**config.mk**
```make
export PLATFORM = sky130hd
export DESIGN_NAME = cse_status_unit
export DESIGN_NICKNAME = d
export VERILOG_FILES = /design/src/rtl/cse_pkg.sv /design/src/rtl/cse_bit_checker.sv /design/src/rtl/cse_status_unit.sv
export SDC_FILE = /design/constraint.sdc
export NUM_CORES = 1
export LEC_CHECK = 0
export CAP_MARGIN = 0
export CORE_ASPECT_RATIO = 1.25
export CORE_MARGIN = 3
export CORE_UTILIZATION = 60
export CTS_CLUSTER_SIZE = 14
export DETAILED_ROUTE_END_ITERATION = 10
export DONT_BUFFER_PORTS = 1
export GPL_ROUTABILITY_DRIVEN = 0
export GPL_TIMING_DRIVEN = 0
export PLACE_DENSITY = 0.72
export REMOVE_ABC_BUFFERS = 1
export SLEW_MARGIN = 25
export SYNTH_ARGS = -nofsm -noshare
export SYNTH_HDL_FRONTEND = slang
export SYNTH_HIERARCHICAL = 1
export SYNTH_SLANG_ARGS = --single-unit
export TNS_END_PERCENT = 30
```
**constraint.sdc**
```tcl
create_clock -name clk_sys -period 2.85 [get_ports clk_sys]
set_input_delay 0.1425 -clock clk_sys [delete_from_list [all_inputs] [get_ports clk_sys]]
set_output_delay 0.1425 -clock clk_sys [all_outputs]
set_load 0.005 [all_outputs]
```
**src/rtl/cse_pkg.sv**
```systemverilog
/*
  Package for the CAN channel status and error-reporting block: register
  offset, bit positions, reset values, error codes and recovery counts.
  Assumes a single 125 MHz system clock domain.
*/
package cse_pkg;

  // ----------------------------------------------------------------------
  // register map
  // ----------------------------------------------------------------------
  localparam logic [7:0] STATUS_REG_OFFSET = 8'he4;
  localparam logic [7:0] STATUS_REG_RESET = 8'h00;
  localparam int BIT_BUS_OFF = 7;
  localparam int BIT_ECE = 6;
  localparam int BIT_WAKE = 5;
  localparam int BIT_RXS = 4;
  localparam int BIT_TXS = 3;

  // ----------------------------------------------------------------------
  // bus error codes
  // ----------------------------------------------------------------------
  localparam logic [2:0] ERR_NONE = 3'h0;
  localparam logic [2:0] ERR_STUFF = 3'h1;
  localparam logic [2:0] ERR_FORMAT = 3'h2;
  localparam logic [2:0] ERR_NOACK = 3'h3;
  localparam logic [2:0] ERR_BIT1 = 3'h4;
  localparam logic [2:0] ERR_BIT0 = 3'h5;
  localparam logic [2:0] ERR_CRC = 3'h6;
  localparam logic [2:0] ERR_NO_CHANGE = 3'h7;

  // ----------------------------------------------------------------------
  // limits and counts
  // ----------------------------------------------------------------------
  localparam logic [8:0] ECE_LIMIT_LOW = 9'h060;
  localparam logic [8:0] ECE_LIMIT_HIGH = 9'h080;
  localparam logic [8:0] TX_BUS_OFF_COUNT = 9'h100;
  localparam logic [3:0] RECESSIVE_RUN = 4'hb;
  localparam logic [7:0] RECOVERY_RUNS = 8'h80;
  localparam int STUFF_RUN_MAX = 5;
  localparam logic [7:0] IRQ_SRC_NONE = 8'h00;
  localparam logic [7:0] IRQ_SRC_STATUS = 8'h01;

  // ----------------------------------------------------------------------
  // carriers
  // ----------------------------------------------------------------------
  typedef struct packed {
    logic bit0_err;
    logic stuff_err;
    logic crc_err;
    logic noack_err;
    logic format_err;
    logic bit1_err;
  } cse_err_type;

  typedef struct packed {
    logic global_irq_enable;
    logic channel_irq_enable;
    logic error_irq_enable;
    logic status_irq_enable;
    logic error_limit_select;
    logic autobaud_mode;
    logic power_down_enable;
    logic sleep_mode;
  } cse_ctrl_type;

  typedef struct packed {
    logic bit_tick;
    logic rx_bit;
    logic tx_bit;
    logic tx_active;
    logic rx_in_frame;
    logic in_arbitration;
  } cse_bus_type;

  typedef enum logic [1:0] {
    CSE_ACTIVE,
    CSE_RECOVERY,
    CSE_POWER_UP,
    CSE_INIT
  } cse_mode_type;

endpackage : cse_pkg

```
**src/rtl/cse_bit_checker.sv**
```systemverilog
/*
  Bit-level error detector: stuff-run counting and transmit/receive bit
  compare, one result per bit-time enable pulse.
  Assumes bus samples are already synchronised to clk_sys.
*/
`timescale 1ns/1ps
`default_nettype none

module cse_bit_checker (
  input wire logic clk_sys,
  input wire logic rst_b,
  input wire logic clr,
  input wire cse_pkg::cse_bus_type bus,
  output logic stuff_err,
  output logic bit1_err,
  output logic bit0_err
);

  typedef struct packed {
    logic [2:0] run;
    logic last;
    logic stuff;
    logic b1;
    logic b0;
  } cse_chk_type;

  cse_chk_type st_ff;
  cse_chk_type nxt_st;

  always_comb begin
    nxt_st = st_ff;
    nxt_st.stuff = 1'b0;
    nxt_st.b1 = 1'b0;
    nxt_st.b0 = 1'b0;
    if (clr || !bus.rx_in_frame) begin
      nxt_st.run = 3'h0;
    end else if (bus.bit_tick) begin
      if (bus.rx_bit == st_ff.last && st_ff.run != 3'h0) begin
        nxt_st.run = (st_ff.run == 3'h7) ? 3'h7 : 3'(st_ff.run + 3'h1);
        // sixth equal bit in a row breaks the stuffing rule
        nxt_st.stuff = (st_ff.run == 3'(cse_pkg::STUFF_RUN_MAX)); // RL20
      end else begin
        nxt_st.run = 3'h1;
      end
      nxt_st.last = bus.rx_bit;
    end
    // arbitration losses are normal, so compare only outside it
    if (!clr && bus.bit_tick && bus.tx_active && !bus.in_arbitration) begin
      nxt_st.b1 = bus.tx_bit && !bus.rx_bit; // RL21
      nxt_st.b0 = !bus.tx_bit && bus.rx_bit; // RL21
    end
  end

  always_ff @(posedge clk_sys or negedge rst_b) begin
    if (!rst_b) begin
      st_ff <= '0;
    end else begin
      st_ff <= nxt_st;
    end
  end

  assign stuff_err = st_ff.stuff;
  assign bit1_err = st_ff.b1;
  assign bit0_err = st_ff.b0;

  chk_bit_compare: assert property (@(posedge clk_sys) disable iff (!rst_b) // RL21
    (bus.bit_tick && bus.in_arbitration && !clr) |=> !(bit1_err || bit0_err))
    else $error("bit error flagged inside arbitration");

endmodule : cse_bit_checker

`default_nettype wire

```
**src/rtl/cse_status_unit.sv**
```systemverilog
/*
  Status register of one CAN channel: bus-off entry and recovery, error
  count exceeded flag, sticky rx/tx success flags, locked bus error code
  and the status-change interrupt source indicator.
  Assumes the CPU register port and bus sample inputs live on clk_sys and
  that the caller gives one bit_tick pulse per CAN bit time.
*/
`timescale 1ns/1ps
`default_nettype none

// How it works
// RL1 - bus-off clears only after 128x11 recessive runs then 11 more
// RL2 - leaving bus-off sets sw init enable; bus resumes once software clears it
// RL3 - bus-off rising raises channel interrupt with error, channel, global enables
// RL4 - cpu writes to sw init enable are ignored while bus-off
// RL5 - leaving bus-off zeroes both error counters
// RL6 - exceeded flag follows either counter at 96 or 128 per select bit
// RL7 - with 128 limit, both edges of exceeded flag raise interrupt
// RL8 - rx success set by logic, cleared by write, soft reset or reset
// RL9 - autobaud off: rx success needs error-free reception and store
// RL10 - autobaud on: any error-free reception sets rx success
// RL11 - rising rx or tx success with status enable shows source 01h
// RL12 - any status read clears pending status interrupt, indicator drops
// RL13 - each new reception re-raises status interrupt after a read
// RL14 - software 0-to-1 flag write raises artificial interrupt; 1-to-1 none
// RL15 - tx success set after acked clean transmit, cleared like rx
// RL16 - status read with init disabled forces code to 111b; code read only
// RL17 - new code loads only over 000b or 111b, else dropped silently
// RL18 - simultaneous errors: keep highest priority, bit-0 first, bit-1 last
// RL19 - code values: stuff 1, format 2, noack 3, bit1 4, bit0 5, crc 6
// RL20 - more than five equal received bits flag a stuff error
// RL21 - bit-0 and bit-1 compare errors never inside arbitration
// RL22 - each recessive bit during recovery records a bit-0 error
// RL23 - wake status is power-down enable or sleep mode
// RL24 - code change to real error interrupts with status and channel enables
// RL25 - tx counter reaching 256 sets bus-off and stops bus activity
module cse_status_unit (
  input wire logic clk_sys,
  input wire logic rst_b,
  input wire logic channel_soft_reset,
  input wire logic [7:0] reg_addr,
  input wire logic reg_rd,
  input wire logic reg_wr,
  input wire logic [7:0] reg_wdata,
  output logic [7:0] reg_rdata,
  input wire logic sw_init_wr,
  input wire logic sw_init_wdata,
  output logic sw_init_enable,
  input wire cse_pkg::cse_ctrl_type ctrl,
  input wire cse_pkg::cse_bus_type bus_pin,
  input wire cse_pkg::cse_err_type frame_err,
  input wire logic rx_ok,
  input wire logic rx_stored,
  input wire logic tx_ok_acked,
  input wire logic [8:0] tx_err_count,
  input wire logic [7:0] rx_err_count,
  output logic err_count_clear,
  output logic bus_enable,
  input wire logic [7:0] msg_irq_source,
  output logic [7:0] irq_source_indicator,
  output logic can_irq
);

  // ----------------------------------------------------------------------
  // state
  // ----------------------------------------------------------------------
  typedef struct packed {
    cse_pkg::cse_mode_type mode;
    logic bus_off;
    logic ece;
    logic rx_success_flag;
    logic tx_success_flag;
    logic [2:0] code;
    logic sw_init;
    logic [3:0] run_cnt;
    logic [7:0] rec_cnt;
    logic stat_pend;
    logic err_pend;
    logic cnt_clr;
    logic [7:0] rdata;
  } cse_state_type;

  cse_state_type st_ff;
  cse_state_type nxt_st;
  cse_pkg::cse_bus_type bus_m_ff;
  cse_pkg::cse_bus_type bus_s_ff;
  logic stuff_err;
  logic bit1_err;
  logic bit0_err;

  // ----------------------------------------------------------------------
  // functions
  // ----------------------------------------------------------------------
  function automatic logic [2:0] pick_code(input cse_pkg::cse_err_type e);
    logic [2:0] c;
    c = cse_pkg::ERR_NONE;
    if (e.bit0_err) begin // RL18
      c = cse_pkg::ERR_BIT0; // RL19
    end else if (e.stuff_err) begin
      c = cse_pkg::ERR_STUFF;
    end else if (e.crc_err) begin
      c = cse_pkg::ERR_CRC;
    end else if (e.noack_err) begin
      c = cse_pkg::ERR_NOACK;
    end else if (e.format_err) begin
      c = cse_pkg::ERR_FORMAT;
    end else if (e.bit1_err) begin
      c = cse_pkg::ERR_BIT1;
    end
    return c;
  endfunction

  function automatic logic over_limit(input logic [8:0] tec, input logic [7:0] rec, input logic sel);
    logic [8:0] lim;
    lim = sel ? cse_pkg::ECE_LIMIT_HIGH : cse_pkg::ECE_LIMIT_LOW;
    return (tec >= lim) || ({1'b0, rec} >= lim); // RL6
  endfunction

  // ----------------------------------------------------------------------
  // pin synchroniser: two flops before any logic reads the bus samples
  // ----------------------------------------------------------------------
  always_ff @(posedge clk_sys or negedge rst_b) begin
    if (!rst_b) begin
      bus_m_ff <= '0;
      bus_s_ff <= '0;
    end else begin
      bus_m_ff <= bus_pin;
      bus_s_ff <= bus_m_ff;
    end
  end

  cse_bit_checker u_bit_checker (
    .clk_sys(clk_sys),
    .rst_b(rst_b),
    .clr(st_ff.bus_off),
    .bus(bus_s_ff),
    .stuff_err(stuff_err),
    .bit1_err(bit1_err),
    .bit0_err(bit0_err)
  );

  // ----------------------------------------------------------------------
  // next state
  // ----------------------------------------------------------------------
  logic status_hit;
  logic status_rd;
  logic status_wr;
  logic ece_now;
  logic rx_event;
  logic tx_event;
  logic err_irq_on;
  logic recessive_bit;
  cse_pkg::cse_err_type all_err;
  logic [2:0] new_code;

  always_comb begin
    status_hit = (reg_addr == cse_pkg::STATUS_REG_OFFSET);
    status_rd = status_hit && reg_rd;
    status_wr = status_hit && reg_wr;
    err_irq_on = ctrl.error_irq_enable && ctrl.channel_irq_enable && ctrl.global_irq_enable;
    recessive_bit = bus_s_ff.bit_tick && bus_s_ff.rx_bit;
    ece_now = over_limit(tx_err_count, rx_err_count, ctrl.error_limit_select);
    rx_event = rx_ok && (ctrl.autobaud_mode || rx_stored); // RL9 RL10
    tx_event = tx_ok_acked; // RL15
    all_err = frame_err;
    all_err.stuff_err = frame_err.stuff_err || stuff_err; // RL20
    all_err.bit1_err = frame_err.bit1_err || bit1_err; // RL21
    all_err.bit0_err = frame_err.bit0_err || bit0_err;
    nxt_st = st_ff;
    nxt_st.cnt_clr = 1'b0;
    nxt_st.rdata = {st_ff.bus_off, st_ff.ece, ctrl.power_down_enable || ctrl.sleep_mode, // RL23
                    st_ff.rx_success_flag, st_ff.tx_success_flag, st_ff.code};
    nxt_st.ece = ece_now; // RL6
    // bus-off entry and recovery sequence
    unique case (st_ff.mode)
      cse_pkg::CSE_ACTIVE: begin
        if (tx_err_count >= cse_pkg::TX_BUS_OFF_COUNT) begin
          nxt_st.mode = cse_pkg::CSE_RECOVERY; // RL25
          nxt_st.bus_off = 1'b1;
          nxt_st.sw_init = 1'b0;
          nxt_st.run_cnt = 4'h0;
          nxt_st.rec_cnt = 8'h00;
        end else if (st_ff.sw_init) begin
          nxt_st.mode = cse_pkg::CSE_INIT;
        end
      end
      cse_pkg::CSE_RECOVERY: begin
        if (recessive_bit) begin
          all_err.bit0_err = 1'b1; // RL22
          if (st_ff.run_cnt == cse_pkg::RECESSIVE_RUN - 4'h1) begin
            nxt_st.run_cnt = 4'h0;
            nxt_st.rec_cnt = 8'(st_ff.rec_cnt + 8'h01);
            if (st_ff.rec_cnt == cse_pkg::RECOVERY_RUNS - 8'h01) begin
              nxt_st.mode = cse_pkg::CSE_POWER_UP; // RL1
            end
          end else begin
            nxt_st.run_cnt = 4'(st_ff.run_cnt + 4'h1);
          end
        end else if (bus_s_ff.bit_tick) begin
          nxt_st.run_cnt = 4'h0;
        end
      end
      cse_pkg::CSE_POWER_UP: begin
        if (recessive_bit) begin
          if (st_ff.run_cnt == cse_pkg::RECESSIVE_RUN - 4'h1) begin
            nxt_st.mode = cse_pkg::CSE_INIT; // RL1 RL2
            nxt_st.bus_off = 1'b0;
            nxt_st.sw_init = 1'b1;
            nxt_st.cnt_clr = 1'b1; // RL5
            nxt_st.run_cnt = 4'h0;
          end else begin
            nxt_st.run_cnt = 4'(st_ff.run_cnt + 4'h1);
          end
        end else if (bus_s_ff.bit_tick) begin
          nxt_st.run_cnt = 4'h0;
        end
      end
      cse_pkg::CSE_INIT: begin
        if (!st_ff.sw_init) begin
          nxt_st.mode = cse_pkg::CSE_ACTIVE; // RL2
        end
      end
    endcase
    if (sw_init_wr && !st_ff.bus_off && st_ff.mode != cse_pkg::CSE_RECOVERY) begin
      nxt_st.sw_init = sw_init_wdata; // RL4
    end
    // sticky success flags: software writes first, hardware set wins
    if (status_wr) begin
      nxt_st.rx_success_flag = reg_wdata[cse_pkg::BIT_RXS];
      nxt_st.tx_success_flag = reg_wdata[cse_pkg::BIT_TXS];
    end
    if (rx_event) begin
      nxt_st.rx_success_flag = 1'b1; // RL8
    end
    if (tx_event) begin
      nxt_st.tx_success_flag = 1'b1; // RL15
    end
    // bus error code: read with init disabled forces 111b, new error only over 000b/111b
    if (status_rd && !st_ff.sw_init) begin
      nxt_st.code = cse_pkg::ERR_NO_CHANGE; // RL16
    end
    new_code = pick_code(all_err); // RL18
    if (new_code != cse_pkg::ERR_NONE &&
        (st_ff.code == cse_pkg::ERR_NONE || st_ff.code == cse_pkg::ERR_NO_CHANGE)) begin
      nxt_st.code = new_code; // RL17
    end
    // status-change interrupt; a read clears it, a new event re-raises it
    if (status_rd) begin
      nxt_st.stat_pend = 1'b0; // RL12
      nxt_st.err_pend = 1'b0;
    end
    // error interrupt after the read clear, so a same-cycle event is kept
    if (err_irq_on && ((nxt_st.bus_off && !st_ff.bus_off) || // RL3
        (ctrl.error_limit_select && (ece_now != st_ff.ece)) || // RL7
        (!ctrl.error_limit_select && ece_now && !st_ff.ece))) begin
      nxt_st.err_pend = 1'b1;
    end
    if (ctrl.status_irq_enable && (rx_event || tx_event || // RL11 RL13
        (status_wr && reg_wdata[cse_pkg::BIT_RXS] && !st_ff.rx_success_flag) || // RL14
        (status_wr && reg_wdata[cse_pkg::BIT_TXS] && !st_ff.tx_success_flag) ||
        (nxt_st.code != st_ff.code && nxt_st.code != cse_pkg::ERR_NONE &&
         nxt_st.code != cse_pkg::ERR_NO_CHANGE))) begin // RL24
      nxt_st.stat_pend = 1'b1;
    end
    if (channel_soft_reset) begin
      nxt_st.rx_success_flag = 1'b0; // RL8
      nxt_st.tx_success_flag = 1'b0;
      nxt_st.code = cse_pkg::ERR_NONE;
      nxt_st.stat_pend = 1'b0;
      nxt_st.err_pend = 1'b0;
      nxt_st.sw_init = 1'b1;
      nxt_st.cnt_clr = 1'b1;
    end
  end

  always_ff @(posedge clk_sys or negedge rst_b) begin
    if (!rst_b) begin
      st_ff <= '{mode: cse_pkg::CSE_INIT, sw_init: 1'b1, default: '0};
    end else begin
      st_ff <= nxt_st;
    end
  end

  // ----------------------------------------------------------------------
  // outputs
  // ----------------------------------------------------------------------
  // indicator holds 01h while a status change or error interrupt is pending;
  // message centre sources only show once both are cleared
  assign irq_source_indicator = (st_ff.stat_pend || st_ff.err_pend) ? cse_pkg::IRQ_SRC_STATUS : msg_irq_source;
  assign can_irq = ctrl.channel_irq_enable && (irq_source_indicator != cse_pkg::IRQ_SRC_NONE);
  assign reg_rdata = st_ff.rdata;
  assign sw_init_enable = st_ff.sw_init;
  assign err_count_clear = st_ff.cnt_clr;
  assign bus_enable = (st_ff.mode == cse_pkg::CSE_ACTIVE) && !st_ff.bus_off; // RL25

  // ----------------------------------------------------------------------
  // checks
  // ----------------------------------------------------------------------
  chk_busoff_exit: assert property (@(posedge clk_sys) disable iff (!rst_b) // RL2
    ($fell(st_ff.bus_off) && !$past(channel_soft_reset)) |-> (st_ff.sw_init && err_count_clear))
    else $error("bus-off exit without init enable and counter clear");
  chk_busoff_entry: assert property (@(posedge clk_sys) disable iff (!rst_b) // RL25
    (st_ff.mode == cse_pkg::CSE_ACTIVE && tx_err_count >= cse_pkg::TX_BUS_OFF_COUNT) |=> st_ff.bus_off)
    else $error("bus-off not set at tx count 256");
  chk_busoff_irq: assert property (@(posedge clk_sys) disable iff (!rst_b) // RL3
    (err_irq_on && st_ff.mode == cse_pkg::CSE_ACTIVE && tx_err_count >= cse_pkg::TX_BUS_OFF_COUNT &&
     !channel_soft_reset) |=> irq_source_indicator == cse_pkg::IRQ_SRC_STATUS)
    else $error("bus-off entry raised no interrupt");
  chk_swinit_lock: assert property (@(posedge clk_sys) disable iff (!rst_b) // RL4
    (st_ff.bus_off && sw_init_wr && !channel_soft_reset) |=> !st_ff.sw_init)
    else $error("sw init changed during bus-off");
  chk_recovery_len: assert property (@(posedge clk_sys) disable iff (!rst_b) // RL1
    (st_ff.mode == cse_pkg::CSE_POWER_UP) |-> (st_ff.rec_cnt == cse_pkg::RECOVERY_RUNS))
    else $error("power-up entered before recovery runs done");
  chk_ece_limit: assert property (@(posedge clk_sys) disable iff (!rst_b) // RL6
    (tx_err_count < 9'h060 && rx_err_count < 8'h60) |=> !st_ff.ece)
    else $error("exceeded flag set below limit");
  chk_rx_sticky: assert property (@(posedge clk_sys) disable iff (!rst_b) // RL8
    (st_ff.rx_success_flag && !status_wr && !channel_soft_reset) |=> st_ff.rx_success_flag)
    else $error("rx success cleared without write");
  chk_status_irq: assert property (@(posedge clk_sys) disable iff (!rst_b) // RL11
    (ctrl.status_irq_enable && tx_ok_acked && !channel_soft_reset) |=> irq_source_indicator == 8'h01)
    else $error("status interrupt not indicated");
  chk_read_clears: assert property (@(posedge clk_sys) disable iff (!rst_b) // RL12
    (status_rd && !rx_event && !tx_event && !status_wr && new_code == cse_pkg::ERR_NONE)
    |=> !st_ff.stat_pend)
    else $error("status read left interrupt pending");
  chk_code_lock: assert property (@(posedge clk_sys) disable iff (!rst_b) // RL17
    (st_ff.code != 3'h0 && st_ff.code != 3'h7 && !status_rd && !channel_soft_reset) |=> $stable(st_ff.code))
    else $error("held error code overwritten");
  chk_code_rdclr: assert property (@(posedge clk_sys) disable iff (!rst_b) // RL16
    (status_rd && !st_ff.sw_init && new_code == 3'h0 && !channel_soft_reset) |=> st_ff.code == 3'h7)
    else $error("status read did not force 111b");

endmodule : cse_status_unit

`default_nettype wire

```
# [Word level (Yosys, flattened, before mapping)]
# Index checks and enable logic that the tools add are counted.
# Widths: inputs -> output; s select.
[word_totals] ff_bits=52 latchBits=0 ram_bits=0 mem_bits_ro=0 in_bits=71 out_inout_bits=20 wordCells=191 n_memories=0
[classes] addsub=3 mul=0 n_div=0 n_lt_le_gt_ge=3 eq_ne=26 shift=0 mux=53 bitwise_logic=1 reduce_logical=75
[op_table] cell="$mux 3" count=14
[op_table] cell="$mux 8" count=4
[op_table] cell="$logic_and 1x1->1" count=30
[op_table] cell="$reduce_bool 3->1" count=7
[op_table] cell="$mux 2" count=9
[op_table] cell="$pmux 8 s2" count=1
[op_table] cell="$logic_or 1x1->1" count=15
[op_table] cell="$mux 1" count=15
[op_table] cell="$ne 2x2->1 const B" count=7
[op_table] cell="$mux 13" count=1
[op_table] cell="$mux 4" count=3
[op_table] cell="$ne 4x4->1 const B" count=3
[op_table] cell="$logic_not 1->1" count=10
[op_table] cell="$eq 3x3->1 const B" count=3
[op_table] cell="$ge 9x8->1" count=1
[op_table] cell="$ge 9x9->1 const B" count=1
[op_table] cell="$add 8x1->8 const B" count=1
[op_table] cell="$eq 8x7->1 const B" count=1
[op_table] cell="$eq 8x8->1 const B" count=1
[op_table] cell="$ge 8x8->1" count=1
[op_table] cell="$pmux 2 s4" count=1
[op_table] cell="$pmux 4 s2" count=1
[op_table] cell="$reduce_and 4->1" count=2
[op_table] cell="$reduce_bool 8->1" count=1
[op_table] cell="other kinds (23)" count=28

# [Longest topological paths before layout]
[logic_depth] word_depth=17 mapped_depth=8 mapped_depth_nobuf=7

# [By module]
# Netlist, hierarchy kept.
[by_module_without_submodules] module="cse_status_unit" n_inst=1 cells_each=223 area_per_inst_um2=2331.0
[by_module_without_submodules] module="cse_bit_checker" n_inst=1 cells_each=34 area_per_inst_um2=377.9

# [Worst setup path after synthesis]
# No wires, ideal clock.
[synth_timing] path_type="flip-flop to flip-flop" start="register st_ff[32] (netlist name)" end="register st_ff[10] (netlist name)" arrival_time_ps=2041 required_ps=2728 setup_slack_ps=688 stages_incl_launch_ff=9 path_buffers=1 period_less_slack_ps=2162 path_cell_list="dfstp_2 inv_1 ha_1 buf_6 a311oi_4 nand2_2 o41ai_4 o2111ai_1 a32o_1"
[synth_via] elab_chain_cells=13 elab_cells_between_ends=16 cone_classes="eq/ne (3); mux (5); reduce/logical (8)"
[synth_lines] element="start, declared" line="cse_status_unit.sv:83" rtl="cse_state_type st_ff;"
[synth_lines] element="start signal, assigned" line="cse_status_unit.sv:280" rtl="st_ff <= nxt_st;"
[synth_lines] element="$eq 2x1->1 *" line="cse_status_unit.sv:175" rtl="unique case (st_ff.mode)"
[synth_lines] element="$mux 1 *" line="cse_status_unit.sv:175"
[synth_lines] element="$mux 3 *" line="cse_status_unit.sv:97" rtl="if (e.bit0_err) begin"
[synth_lines] element="$reduce_bool 3->1" line="cse_status_unit.sv:243" rtl="if (new_code != cse_pkg::ERR_NONE &&"
[synth_lines] element="$logic_and 1x1->1" line="cse_status_unit.sv:243"
[synth_lines] element="$mux 3 *" line="cse_status_unit.sv:243"
[synth_lines] element="$ne 3x3->1 / $reduce_bool 3->1 (equally long branches)" line="cse_status_unit.sv:261" rtl="(nxt_st.code != st_ff.code && nxt_st.code != cse_pkg::ERR_NONE &&"
[synth_lines] element="$logic_and 1x1->1" line="cse_status_unit.sv:261"
[synth_lines] element="$logic_and 1x1->1 *" line="cse_status_unit.sv:261"
[synth_lines] element="$logic_or 1x1->1 *" line="cse_status_unit.sv:260" rtl="(status_wr && reg_wdata[cse_pkg::BIT_TXS] && !st_ff.tx_success_flag) ||"
[synth_lines] element="$logic_and 1x1->1 *" line="cse_status_unit.sv:258" rtl="if (ctrl.status_irq_enable && (rx_event || tx_event ||"
[synth_lines] element="$mux 1" line="cse_status_unit.sv:258"
[synth_lines] element="$mux 3" line="cse_status_unit.sv:265" rtl="if (channel_soft_reset) begin"
# Mark *: on every way between the ends. The rest lies on a longest branch, timed or not.
# A chain may end at the register's enable or synchronous reset.

# [Worst setup path in the final report]
# Same ends and word-level chain as after synthesis.

==> summary.txt <==
CTS buffer count = 5
min Tclk post-route = 2.41 ns
Clock Pin Slew Worst Setup and Hold Paths = 0.09 ns
post-CTS repair timing setup buffer count = 0
post-route clock period utilization = 84.6%
clock tree from TritonCTS = yes
category of the most critical setup path = flip-flop to flip-flop
part of the power in the clock network = 27.8%
Post-Synthesis Mean Instance Area = 10.5 sq um
drc violations = 0
switching power total = 0.381 mW
Tightest Pin Transition = 0.497 ns
setup_tns = 0 ns
buffering stage count on the worst path with inverters included = 1
largest net degree at the start of global routing = 53
final layout net count = 355
number of vias per cell after detailed routing = 5.93
Internal Dissipation = 1.08 mW
sequential element share of the synthesized area = 48.2%
routed length per placed instance = 15.6 um
arrival time at the worst endpoint = 2.60 ns
Die Y = 81.1 um
maximum clock skew at final layout = 0.0125 ns
number of antenna violations at the first check in global routing = 0
wire length after detailed routing = 5.07 mm
Hold Violations, Final = 0
ranking of synthesized cells by instance count = sky130_fd_sc_hd__dfrtp_1 (49), sky130_fd_sc_hd__nor2_1 (21), sky130_fd_sc_hd__o21ai_0 (19)
power share of the combinational group = 14.7%
clock latency at the later pin of the worst-skew pair = 0.30 ns
number of top-level pins = 91
GRT Residual Overflow = 0
area of the die = 5360 sq um
achievable clock frequency = 415 MHz
count of warnings emitted by yosys = 6
number of sinks on the clock net = 52
top-area cell type share of the netlist area = 45.3%
clock root buffer = sky130_fd_sc_hd__clkbuf_8
Buffers on Ports = 0
sequence of cells on the critical path = inv_1, ha_1, a311oi_4, nand2_2, o41ai_4, o2111ai_1, a32o_1
relative area change from synthesis to final layout = 8.55%
Net Sw Frac = 26.1%
DP Wirelength = 3.84 mm
Pwr Density = 495 nW/um^2
routed via count = 1922
global router's overall resource usage = 20.0%
number of synthesized register bits = 52
worst voltage drop across the vdd grid = 0.412 mV
path class of the lowest-slack min-delay path = input pin to flip-flop
most common flop cell mapped by yosys = sky130_fd_sc_hd__dfrtp_1
count of inserted antenna diode cells = 0
CP Launch Type = flip-flop
cell class contributing the biggest share of worst-path delay = compound AO/OA/AOI/OAI gates
fraction of registers with async set/reset = 100%
static power due to leakage = 1.37 nW
netlist area before placement = 2710 sq um
via count of the first global-routing pass = 1890
most frequent cell after synthesis = sky130_fd_sc_hd__dfrtp_1
area of the placeable core = 4230 sq um
deepest clock path buffer count = 2
antenna violation net count after detailed routing = 0
DR iter-0 viols = 77
H-tree depth = 2
largest fanout on the critical path = 10
layout cell share with drive strength beyond 1 = 8.96%
number of cell rows = 26
Worst Setup End Kind = flip-flop
die width = 66.1 um
global-route wire length before repair = 8.29 mm
number of maximum-capacitance violations = 0
RSZ-0062 raised after global routing = false
cell count after synthesis = 257
cell type with the largest total area after synthesis = sky130_fd_sc_hd__dfrtp_1
fraction of power consumed by sequential logic = 57.6%
largest incremental delay on the critical path = 0.56 ns
max-slew violations = 0
data required time at the worst endpoint = 3.04 ns
Synth area leaders = sky130_fd_sc_hd__dfrtp_1 (45%), sky130_fd_sc_hd__ha_1 (7.9%), sky130_fd_sc_hd__o21ai_0 (3.5%)
drt first pass iters = 4
count of flip-flops with a built-in enable after synthesis = 0
outcome = finished, final reports clean
overall power consumption = 1.46 mW
critical path's slowest cell = sky130_fd_sc_hd__dfstp_2
final setup violating endpoints = 0
Rel. slew slack = 66.6%
Cell variety after synth = 54
starting density of the core = 64.1%
[power by group through the flow]
stage	registers (mW)	clock network, mW	logic, mW
2_1_floorplan	0.840	0	0.154
4_1_cts	0.839	0.418	0.216
3_5_place_dp	0.854	0	0.180
6_report	0.838	0.404	0.214
5_1_grt	0.849	0.444	0.240
3_3_place_gp	0.851	0	0.176
[kinds of logic (layout without fill, tap and decap cells)]
logic type,count (synthesis),count (layout),synth area share [%]
AND/OR/NAND/NOR,97,97,20.4
XOR/XNOR,6,6,1.94
AO/OA/AOI/OAI,50,50,13.3
flip-flops,52,52,48.2
adder cells (fa/ha/maj),17,17,7.85
buffers and inverters,26,37,4.99
multiplexers,9,9,3.37
[registers in the layout, indices dropped and copies added (netlist names)]
| register | count |
|---|---|
| st_ff | 16 |
| reg_rdata | 8 |
| u_bit_checker/bit1_err | 1 |
| bus_m_ff | 6 |
| sw_init_enable | 1 |
| u_bit_checker/stuff_err | 1 |
| u_bit_checker/st_ff | 4 |
| err_count_clear | 1 |
| nxt_st | 7 |
| bus_s_ff | 6 |
| u_bit_checker/bit0_err | 1 |
[routing by layer]
metal  part of all wire [%]  up-vias  GRT usage [%]
li1                       -      930              -
met1                     39      909           21.6
met2                     54       77           38.5
met3                    6.7        6           4.43
met4                   0.95        0           5.49
met5                      0        -              0
[stage by stage]
| stage | cell area, sq um | worst slack [ns] | hold WS, ns | utilization, % | cells |
|---|---|---|---|---|---|
| 3_5_place_dp | 2700 | 0.448 | -0.152 | 63.9 | 303 |
| 2_1_floorplan | 2630 | 0.681 | -0.153 | - | 247 |
| 5_1_grt | 2940 | 0.259 | 0.00997 | 69.5 | 324 |
| 6_report | 2940 | 0.439 | 0.0157 | 69.5 | 324 |
| 3_3_place_gp | 2700 | 0.456 | -0.152 | 63.9 | 303 |
| 4_1_cts | 2940 | 0.427 | 0.00877 | 69.5 | 324 |
[layout make-up]
| type | instances | area [sq um] |
|---|---|---|
| clock buffer | 6 | 72.6 |
| fill | 332 | 1290 |
| tap | 56 | 70.1 |
| inverter | 16 | 60.1 |
| sequential | 52 | 1310 |
| timing repair buffer | 13 | 148 |
| clock inverter | 2 | 16.3 |
| multi-input combinational | 179 | 1270 |
[final timing paths]
kind	from	endpoint	slack (ns)	cells past startpoint
max in group asynchronous	rst_b	st_ff[32]	2.20	2
max	st_ff[32]	st_ff[10]	0.44	7
min in group asynchronous	rst_b	nxt_st[3]	0.35	2
min reg2reg	bus_m_ff[0]	bus_s_ff[0]	0.36	0
min	sw_init_wr	sw_init_enable	0.02	1
max reg2reg	st_ff[32]	st_ff[10]	0.44	7
[cell usage in the layout (no fill, tap or decap), drive strengths merged, types with 8 or more instances in the layout]
master       count
and2             9
dfrtp           49
dlygate4sd3     12
ha              17
inv             16
mux2i            8
nand2           15
nand3            8
nor2            21
o21ai           20
[what timing repair did]
action | 4_1_cts | 5_1_grt
hold buffers | 13 | 0
endpoints found under the setup margin | 0 | 0
resized for setup | 0 | 0
hold endpoints to repair | 66 | 0
Power figures use the tool's default switching activity.
